===== src/iqms_regs.svh =====
`ifndef IQMS_REGS_SVH
`define IQMS_REGS_SVH

// ---------------------------------------------------------------
// Widths
// ---------------------------------------------------------------
`define IQMS_SMP_W        12
`define IQMS_STEP_W       32
`define IQMS_RATE_W       6
`define IQMS_CUBE_W       18
`define IQMS_ADDR_W       4

// ---------------------------------------------------------------
// Register map (byte addresses)
// ---------------------------------------------------------------
`define IQMS_OFS_CTRL     4'h0
`define IQMS_OFS_STEP     4'h4
`define IQMS_OFS_STAT     4'h8

// ---------------------------------------------------------------
// Fields and reset values
// ---------------------------------------------------------------
`define IQMS_CTRL_SINC    0
`define IQMS_CTRL_DBL     1
`define IQMS_CTRL_RATE_LO 8
`define IQMS_CTRL_RATE_HI 13
`define IQMS_STAT_SAT     0
`define IQMS_STAT_PH_LO   16
`define IQMS_STAT_PH_HI   27
`define IQMS_RATE_RST     6'h02
`define IQMS_RATE_MIN     6'h02

// ---------------------------------------------------------------
// Datapath constants
// ---------------------------------------------------------------
`define IQMS_PH_LO        26
`define IQMS_PH_HI        31
`define IQMS_QUARTER      32'h4000_0000
`define IQMS_MIX_SHIFT    12
`define IQMS_MIX_PEAK     12'sh5A8
`define IQMS_FIR_TAPS     17
`define IQMS_FIR_SHIFT    10
`define IQMS_SMP_MAX      32'sh0000_07FF
`define IQMS_SMP_MIN      32'shFFFF_F800

`endif


===== src/iqms_pkg.sv =====
`include "iqms_regs.svh"

package iqms_pkg;

  typedef logic signed [`IQMS_SMP_W-1:0] iqms_smp_t;

  typedef struct packed {
    logic [`IQMS_STEP_W-1:0] step;
    logic                    sinc_en;
    logic                    dbl;
    logic [`IQMS_RATE_W-1:0] rate;
    logic                    sat_st;
    logic                    ack;
    logic [31:0]             rdata;
    iqms_smp_t               ig;
    iqms_smp_t               qg;
    iqms_smp_t               mix;
    iqms_smp_t               dac;
  } iqms_top_st_t;

  typedef struct packed {
    logic [`IQMS_STEP_W-1:0] phase;
    iqms_smp_t               sin_v;
    iqms_smp_t               cos_v;
  } iqms_syn_st_t;

  typedef struct packed {
    logic [`IQMS_FIR_TAPS-1:0][`IQMS_SMP_W-1:0] tap;
    iqms_smp_t                                  y;
    logic                                       sat;
  } iqms_fir_st_t;

  function automatic logic iqms_ovf(input logic signed [31:0] v);
    return (v > `IQMS_SMP_MAX) || (v < `IQMS_SMP_MIN);
  endfunction : iqms_ovf

  function automatic iqms_smp_t iqms_sat(input logic signed [31:0] v);
    if (v > `IQMS_SMP_MAX) begin
      return iqms_smp_t'(`IQMS_SMP_MAX);
    end else if (v < `IQMS_SMP_MIN) begin
      return iqms_smp_t'(`IQMS_SMP_MIN);
    end
    return iqms_smp_t'(v);
  endfunction : iqms_sat

endpackage : iqms_pkg


===== src/iqms_synth.sv =====
`timescale 1ns/1ps
`default_nettype none
`include "iqms_regs.svh"

module iqms_synth
  import iqms_pkg::*;
(
  input  wire logic                    clk_in,
  input  wire logic                    rst_n_in,
  input  wire logic                    ce_in,
  input  wire logic [`IQMS_STEP_W-1:0] step_in,
  output logic      [`IQMS_STEP_W-1:0] phase_out,
  output iqms_smp_t                    sin_out,
  output iqms_smp_t                    cos_out
);

  // ---------------------------------------------------------------
  // Quarter-wave table, mid-bin samples
  // ---------------------------------------------------------------
  localparam logic [11:0] SINE_TAB [16] = '{
    12'h064, 12'h12C, 12'h1F1, 12'h2B2, 12'h36B, 12'h41C, 12'h4C3, 12'h55F,
    12'h5ED, 12'h66C, 12'h6DC, 12'h73A, 12'h787, 12'h7C2, 12'h7E9, 12'h7FD
  };

  function automatic iqms_smp_t wave(input logic [5:0] p);
    logic [3:0]  k;
    logic [11:0] m;
    k = p[4] ? ~p[3:0] : p[3:0];
    m = SINE_TAB[k];
    return p[5] ? iqms_smp_t'(-m) : iqms_smp_t'(m);
  endfunction : wave

  iqms_syn_st_t            q;
  iqms_syn_st_t            d;
  logic [`IQMS_STEP_W-1:0] ph_cos;

  always_comb begin
    d      = q;
    ph_cos = q.phase + `IQMS_QUARTER;
    if (ce_in) begin
      d.phase = q.phase + step_in;
      d.sin_v = wave(q.phase[`IQMS_PH_HI:`IQMS_PH_LO]);
      d.cos_v = wave(ph_cos[`IQMS_PH_HI:`IQMS_PH_LO]);
    end
  end

  always_ff @(posedge clk_in or negedge rst_n_in) begin
    if (!rst_n_in) begin
      q <= '0;
    end else begin
      q <= d;
    end
  end

  assign phase_out = q.phase;
  assign sin_out   = q.sin_v;
  assign cos_out   = q.cos_v;
endmodule : iqms_synth

`default_nettype wire


===== src/iqms_fir.sv =====
`timescale 1ns/1ps
`default_nettype none
`include "iqms_regs.svh"

module iqms_fir
  import iqms_pkg::*;
(
  input  wire logic      clk_in,
  input  wire logic      rst_n_in,
  input  wire logic      ce_in,
  input  wire iqms_smp_t x_in,
  output iqms_smp_t      y_out,
  output logic           sat_out
);

  // Symmetric inverse-sinc taps, DC gain 717/1024
  localparam logic signed [11:0] COEF [`IQMS_FIR_TAPS] = '{
    12'h001, 12'hFFE, 12'h003, 12'hFFB, 12'h009, 12'hFF0, 12'h021, 12'hFA4,
    12'h357,
    12'hFA4, 12'h021, 12'hFF0, 12'h009, 12'hFFB, 12'h003, 12'hFFE, 12'h001
  };

  iqms_fir_st_t       q;
  iqms_fir_st_t       d;
  logic signed [23:0] prod [`IQMS_FIR_TAPS];
  logic signed [28:0] acc;
  logic signed [31:0] acc_sh;
  logic [4:0]         zrun_q;

  genvar g;
  generate
    for (g = 0; g < `IQMS_FIR_TAPS; g++) begin : g_tap
      assign prod[g] = $signed(q.tap[g]) * COEF[g];
    end
  endgenerate

  always_comb begin
    acc = '0;
    for (int i = 0; i < `IQMS_FIR_TAPS; i++) begin
      acc = acc + 29'(prod[i]);
    end
    acc_sh = 32'(acc >>> `IQMS_FIR_SHIFT);
    d      = q;
    if (ce_in) begin
      d.tap = {q.tap[`IQMS_FIR_TAPS-2:0], x_in};
      d.y   = iqms_sat(acc_sh);
      d.sat = iqms_ovf(acc_sh);
    end
  end

  always_ff @(posedge clk_in or negedge rst_n_in) begin
    if (!rst_n_in) begin
      q <= '0;
    end else begin
      q <= d;
    end
  end

  assign y_out   = q.y;
  assign sat_out = q.sat;

  // ---------------------------------------------------------------
  // Checks
  // ---------------------------------------------------------------
  always_ff @(posedge clk_in or negedge rst_n_in) begin
    if (!rst_n_in) begin
      zrun_q <= '0;
    end else if (ce_in) begin
      if (x_in != '0) begin
        zrun_q <= '0;
      end else if (zrun_q != 5'h1F) begin
        zrun_q <= zrun_q + 5'h01;
      end
    end
  end
endmodule : iqms_fir

`default_nettype wire


===== src/iqms_top.sv =====
// Chosen here: the Avalon-MM interface to the registers and the register addresses.
`timescale 1ns/1ps
`default_nettype none
`include "iqms_regs.svh"

module iqms_top
  import iqms_pkg::*;
(
  input  wire logic                    CLK_SYS_IN,
  input  wire logic                    RESETN_IN,
  input  wire logic                    CE_IN,
  input  wire logic [`IQMS_SMP_W-1:0]  I_DATA_IN,
  input  wire logic [`IQMS_SMP_W-1:0]  Q_DATA_IN,
  input  wire logic [`IQMS_ADDR_W-1:0] AVS_ADDRESS_IN,
  input  wire logic                    AVS_READ_IN,
  input  wire logic                    AVS_WRITE_IN,
  input  wire logic [31:0]             AVS_WRITEDATA_IN,
  input  wire logic [3:0]              AVS_BYTEENABLE_IN,
  output logic      [31:0]             AVS_READDATA_OUT,
  output logic                         AVS_WAITREQUEST_OUT,
  output logic      [`IQMS_SMP_W-1:0]  DAC_DATA_OUT
);

  // ---------------------------------------------------------------
  // State
  // ---------------------------------------------------------------
  localparam iqms_top_st_t ST_RST = '{
    rate    : `IQMS_RATE_RST,
    default : '0
  };

  iqms_top_st_t            q;
  iqms_top_st_t            d;

  logic [`IQMS_STEP_W-1:0] phase_w;
  iqms_smp_t               sin_w;
  iqms_smp_t               cos_w;
  iqms_smp_t               fir_y;
  logic                    fir_sat;

  logic                    req;
  logic                    wr_now;
  logic                    rd_go;
  logic                    clr;
  logic                    sat_evt;
  logic [`IQMS_CUBE_W-1:0] cube;
  logic [4:0]              sh;
  logic signed [31:0]      gi;
  logic signed [31:0]      gq;
  logic signed [31:0]      mx;
  logic [31:0]             ctrl_rd;
  logic [31:0]             stat_rd;
  logic [31:0]             rd_val;
  logic [31:0]             wr_val;
  logic [`IQMS_RATE_W-1:0] rate_wr;

  // ---------------------------------------------------------------
  // Helpers
  // ---------------------------------------------------------------
  function automatic logic [4:0] ceil_log2(
    input logic [`IQMS_CUBE_W-1:0] v
  );
    logic [4:0] r;
    r = '0;
    for (int i = 0; i < `IQMS_CUBE_W; i++) begin
      if ((`IQMS_CUBE_W'(1) << i) < v) begin
        r = 5'(i + 1);
      end
    end
    return r;
  endfunction : ceil_log2

  function automatic logic [31:0] be_merge(
    input logic [31:0] old_v,
    input logic [31:0] new_v,
    input logic [3:0]  be
  );
    logic [31:0] r;
    r = old_v;
    for (int b = 0; b < 4; b++) begin
      if (be[b]) begin
        r[b*8 +: 8] = new_v[b*8 +: 8];
      end
    end
    return r;
  endfunction : be_merge

  // ---------------------------------------------------------------
  // Carrier synthesizer and compensation filter
  // ---------------------------------------------------------------
  iqms_synth iqms_synth_i (
    .clk_in    (CLK_SYS_IN),
    .rst_n_in  (RESETN_IN),
    .ce_in     (CE_IN),
    .step_in   (q.step),
    .phase_out (phase_w),
    .sin_out   (sin_w),
    .cos_out   (cos_w)
  );

  iqms_fir iqms_fir_i (
    .clk_in   (CLK_SYS_IN),
    .rst_n_in (RESETN_IN),
    .ce_in    (CE_IN),
    .x_in     (q.mix),
    .y_out    (fir_y),
    .sat_out  (fir_sat)
  );

  // ---------------------------------------------------------------
  // Datapath and register file
  // ---------------------------------------------------------------
  always_comb begin
    d      = q;
    req    = AVS_READ_IN | AVS_WRITE_IN;
    wr_now = AVS_WRITE_IN & q.ack;
    rd_go  = AVS_READ_IN & ~q.ack;
    clr    = 1'b0;

    // Interpolator gain: R^3 scaled down to the next power of two
    cube = `IQMS_CUBE_W'(q.rate) * `IQMS_CUBE_W'(q.rate)
         * `IQMS_CUBE_W'(q.rate);
    sh   = ceil_log2(cube) - 5'(q.dbl);
    gi   = (32'($signed(I_DATA_IN)) * $signed({14'h0, cube})) >>> sh;
    gq   = (32'($signed(Q_DATA_IN)) * $signed({14'h0, cube})) >>> sh;

    // Quadrature mix; shift removes carrier scale and halves the sum
    mx = (32'($signed(q.ig)) * 32'($signed(cos_w))
        + 32'($signed(q.qg)) * 32'($signed(sin_w)))
        >>> `IQMS_MIX_SHIFT;

    sat_evt = iqms_ovf(gi) | iqms_ovf(gq) | iqms_ovf(mx)
            | (q.sinc_en & fir_sat);

    ctrl_rd = '0;
    ctrl_rd[`IQMS_CTRL_SINC] = q.sinc_en;
    ctrl_rd[`IQMS_CTRL_DBL]  = q.dbl;
    ctrl_rd[`IQMS_CTRL_RATE_HI:`IQMS_CTRL_RATE_LO] = q.rate;

    stat_rd = '0;
    stat_rd[`IQMS_STAT_SAT] = q.sat_st;
    stat_rd[`IQMS_STAT_PH_HI:`IQMS_STAT_PH_LO] =
      phase_w[`IQMS_STEP_W-1 -: `IQMS_SMP_W];

    case (AVS_ADDRESS_IN)
      `IQMS_OFS_CTRL: rd_val = ctrl_rd;
      `IQMS_OFS_STEP: rd_val = q.step;
      `IQMS_OFS_STAT: rd_val = stat_rd;
      default:        rd_val = '0;
    endcase

    wr_val  = be_merge(rd_val, AVS_WRITEDATA_IN, AVS_BYTEENABLE_IN);
    rate_wr = wr_val[`IQMS_CTRL_RATE_HI:`IQMS_CTRL_RATE_LO];

    if (CE_IN) begin
      d.ig  = iqms_sat(gi);
      d.qg  = iqms_sat(gq);
      d.mix = iqms_sat(mx);
      d.dac = q.sinc_en ? fir_y : q.mix;
      d.ack = req & ~q.ack;
      if (rd_go) begin
        d.rdata = rd_val;
      end
      if (wr_now) begin
        case (AVS_ADDRESS_IN)
          `IQMS_OFS_CTRL: begin
            d.sinc_en = wr_val[`IQMS_CTRL_SINC];
            d.dbl     = wr_val[`IQMS_CTRL_DBL];
            d.rate    = (rate_wr < `IQMS_RATE_MIN) ? `IQMS_RATE_MIN
                                                   : rate_wr;
          end
          `IQMS_OFS_STEP: begin
            d.step = wr_val;
          end
          `IQMS_OFS_STAT: begin
            clr = AVS_BYTEENABLE_IN[0]
                & AVS_WRITEDATA_IN[`IQMS_STAT_SAT];
          end
          default: begin
          end
        endcase
      end
      // Set wins over a clear in the same cycle
      d.sat_st = (q.sat_st & ~clr) | sat_evt;
    end
  end

  always_ff @(posedge CLK_SYS_IN or negedge RESETN_IN) begin
    if (!RESETN_IN) begin
      q <= ST_RST;
    end else begin
      q <= d;
    end
  end

  // ---------------------------------------------------------------
  // Outputs
  // ---------------------------------------------------------------
  assign DAC_DATA_OUT        = q.dac;
  assign AVS_READDATA_OUT    = q.rdata;
  assign AVS_WAITREQUEST_OUT = req & ~(q.ack & CE_IN);

  logic pow2;
  assign pow2 = (q.rate & (q.rate - `IQMS_RATE_W'(1))) == '0;
endmodule : iqms_top

`default_nettype wire


===== config.mk =====
export PLATFORM = sky130hd
export DESIGN_NAME = iqms_top
export DESIGN_NICKNAME = d
export VERILOG_FILES = /design/src/iqms_pkg.sv /design/src/iqms_synth.sv /design/src/iqms_fir.sv /design/src/iqms_top.sv
export VERILOG_INCLUDE_DIRS = /design/src /design/src/src
export SDC_FILE = /design/constraint.sdc
export NUM_CORES = 2
export LEC_CHECK = 0
export BUFFER_PORTS_ARGS = -buffer_cell sky130_fd_sc_hd__buf_4
export CORE_MARGIN = 1
export CORE_UTILIZATION = 45
export DETAILED_ROUTE_END_ITERATION = 8
export PLACE_DENSITY = 0.65
export SLEW_MARGIN = 40
export SYNTH_ARGS = -nofsm -noshare
export SYNTH_HDL_FRONTEND = slang
export SYNTH_HIERARCHICAL = 1
export SYNTH_SLANG_ARGS = --single-unit

===== constraint.sdc =====
create_clock -name CLK_SYS_IN -period 17 [get_ports CLK_SYS_IN]
set_clock_uncertainty 0.15 [all_clocks]
set_input_delay 1.7 -clock CLK_SYS_IN [delete_from_list [all_inputs] [get_ports CLK_SYS_IN]]
set_output_delay 1.7 -clock CLK_SYS_IN [all_outputs]
set_load 0.01 [all_outputs]

==> reports/metrics.cfg <==
[outcome]
outcome = finished clean

[clock_tree]
clk_latency_ns = 0.65
clkSinkCount = 395
post_cts_resized = 0
h-tree-depth = 2
cts_root_buffer = clkbuf_16
cts_tree = built
clk_pin_slew_ns = 0.06
cts_max_path_buffers = 3
cts-buffers-inserted = 48
hold_buffers = 0
post_cts_buffers = 0

[timing]
tightest_slew_ns = 0.857
fin_crit_sh_pct = 88.5
finalSetupViolations = 0
slew_headroom_pct = 42.9
hold_viol = 0
timing.fmax_mhz = 66.5
period_needed_ns = 15.04
rsz0062_at_grt = no
slew_viol_final = 0
tns_ns = 0
layout_setup_ws_ns = 1.96

[synthesis]
synthMuxAreaShare_pct = 5.30
synth_top_cell_by_area = fa_1
synth_compound_area_share_pct = 9.59
synth_area_leaders = fa_1 33%, dfrtp_1 13%, ha_1 13%, inv_1 8.7%, nand2_1 3.9%
synthAdderAreaFrac_pct = 46.1
synth_warnings = 6
ys_top_cells_by_count = 1,712 x inv_1, 1,229 x fa_1, 777 x nand2_1
yosysUniqueCellTypes = 128
async_flop_share_pct = 100
syn_nets = 9980
synth.most_common_cell = inv_1
synth-edff-count = 0
ys_seq_area_share_pct = 13.4
synth_seq_cells = 395
syn_area_per_cell_um2 = 9.34
synth-simple-area-share_pct = 11.7
synth_top_area_share_pct = 33.2
synth_xor_area_share_pct = 2.80
synth_flop_cell = dfrtp_1
netlist_instances = 7922
synth_top_family_by_area = adder cells
syn_area_um2 = 74000

[drt]
drt-wirelength-per-cell_um = 19.0
routed_wl_mm = 189
drtIter0Drc = 2799
drc = 0
via_per_inst = 5.35
dr.pass1.iters = 5
vias = 53400
route.antenna.remaining_nets = 0

[critical_path]
slowest_delay_ns = 0.69
critPathLaunchType = flip-flop
end_kind = flip-flop
regToRegSetupSlack_ns = 1.96
worstPathArrival_ns = 15.35
crit_required_ns = 17.30
crit_top_cell = fa_1
r2r_cells = 51
worstReg2RegStart = ctrl_rd[12]$_DFFE_PN0P_
r2r_end = q[81]$_DFFE_PN0P_
worstSetupPathType = flip-flop to flip-flop
cp_max_fo = 19
crit_slowest_cell = dfrtp_1

[floorplan]
ios = 114
rows = 148
dieArea_um2 = 166000
fp.dieH_um = 408
coreArea_um2 = 163000
initial_core_util_pct = 45.4
chipWidth_um = 408

[finish]
final_layout_size_suffix_gt1_share_pct = 7.71
final_nets = 9831
area_growth_pct = 5.63

[grt]
grt_pass1_vias = 57600
grt_pass1_wl_mm = 313
grt_max_degree = 195
antenna_found_initial = 2
grt_use_total_pct = 23.4
gr-total-overflow = 0

[placed_design]
finalWeightedCongestion = 0.901
port_buffers = 113
dp_hpwl_mm = 155
post-place-ws_ns = 1.96

[hold_path]
hold_class = flip-flop to flip-flop
whs_endpoint = AVS_READDATA_OUT[6]$_DFFE_PN0P_
min_from = AVS_READDATA_OUT[6]$_DFFE_PN0P_
worstHoldPathCells = 2

[run]
drv_cap = 0

state kept, by name, indices dropped and copies added, names as in the netlist:
name and flops:
q 70, ctrl_rd 8, iqms_synth_i/cos_out 12, iqms_fir_i/y_out 12, iqms_fir_i/sat_out 1, iqms_synth_i/sin_out 12
AVS_READDATA_OUT 32, iqms_synth_i/phase_out 32, iqms_fir_i/q 204, DAC_DATA_OUT 12
per-layer routing:
layer  share of wire (%)  track usage (%)
met2                  50             41.3
met1                  42             30.1
met5                   0                0
met4                 3.7             7.78
met3                 3.7             2.11
worst max-delay path, delay by kind of cell (launching register included):
kind,cells,cell delay [ns]
AO/OA/AOI/OAI,15,3.15
XOR/XNOR,3,0.92
adder cells (fa/ha/maj),13,6.10
buffers and inverters,8,0.94
flip-flops,1,0.69
multiplexers,2,0.43
AND/OR/NAND/NOR,10,2.47
cell usage in the layout (no fill, tap or decap), types with 108 or more instances in the layout:
cell / instances
ha_1: 758
o21ai_0: 279
dfrtp_1: 390
nor2_1: 274
buf_4: 169
inv_1: 1711
xnor2_1: 151
and2_1: 303
fa_1: 1228
a21oi_1: 254
mux2_2: 209
mux2i_1: 108
nand2_1: 777
through the flow:
step / cell area [um2] / util [%] / hold WS, ns / instances
detailed placement: 76400 / 46.9 / 0.325 / 9894
global route: 78200 / 48.0 / 0.368 / 9986
CTS: 78100 / 47.9 / 0.339 / 9981
global placement: 76400 / 46.9 / 0.321 / 9894
finish: 78200 / 48.0 / 0.333 / 9986
floorplan: 74000 / - / 0.301 / 7922
final cells by class:
type | count | area (um2)
clock buffers | 60 | 1290
fillers | 15500 | 84800
clock inverters | 27 | 389
inverters | 1721 | 6460
repair buffers | 179 | 1440
multi-input cells | 5428 | 56000
well taps | 2175 | 2720
diodes | 1 | 2.50
flip-flops and latches | 395 | 9890
how the worst max path moves through the flow:
stage	from	to	slack (ns)
2_1_floorplan	ctrl_rd[9]$_DFFE_PN1P_	q[38]$_DFFE_PN0P_	3.33
3_3_place_gp	ctrl_rd[12]$_DFFE_PN0P_	q[81]$_DFFE_PN0P_	2.03
3_5_place_dp	ctrl_rd[12]$_DFFE_PN0P_	q[44]$_DFFE_PN0P_	1.96
4_1_cts	ctrl_rd[12]$_DFFE_PN0P_	q[44]$_DFFE_PN0P_	1.92
5_1_grt	ctrl_rd[12]$_DFFE_PN0P_	q[81]$_DFFE_PN0P_	0.91
6_report	ctrl_rd[12]$_DFFE_PN0P_	q[81]$_DFFE_PN0P_	1.96
logic make-up (layout without fill, tap and decap cells):
family | Yosys count | after routing
other | 1 | 2
adder cells (fa/ha/maj) | 1989 | 1989
AO/OA/AOI/OAI | 1073 | 1073
buffers and inverters | 2099 | 1987
AND/OR/NAND/NOR | 1790 | 1790
multiplexers | 339 | 339
XOR/XNOR | 236 | 236
flip-flops | 395 | 395
Power is left out: the tool's default activity adds up to more than one toggle a clock period on the data nets, which glitch-free logic cannot reach.
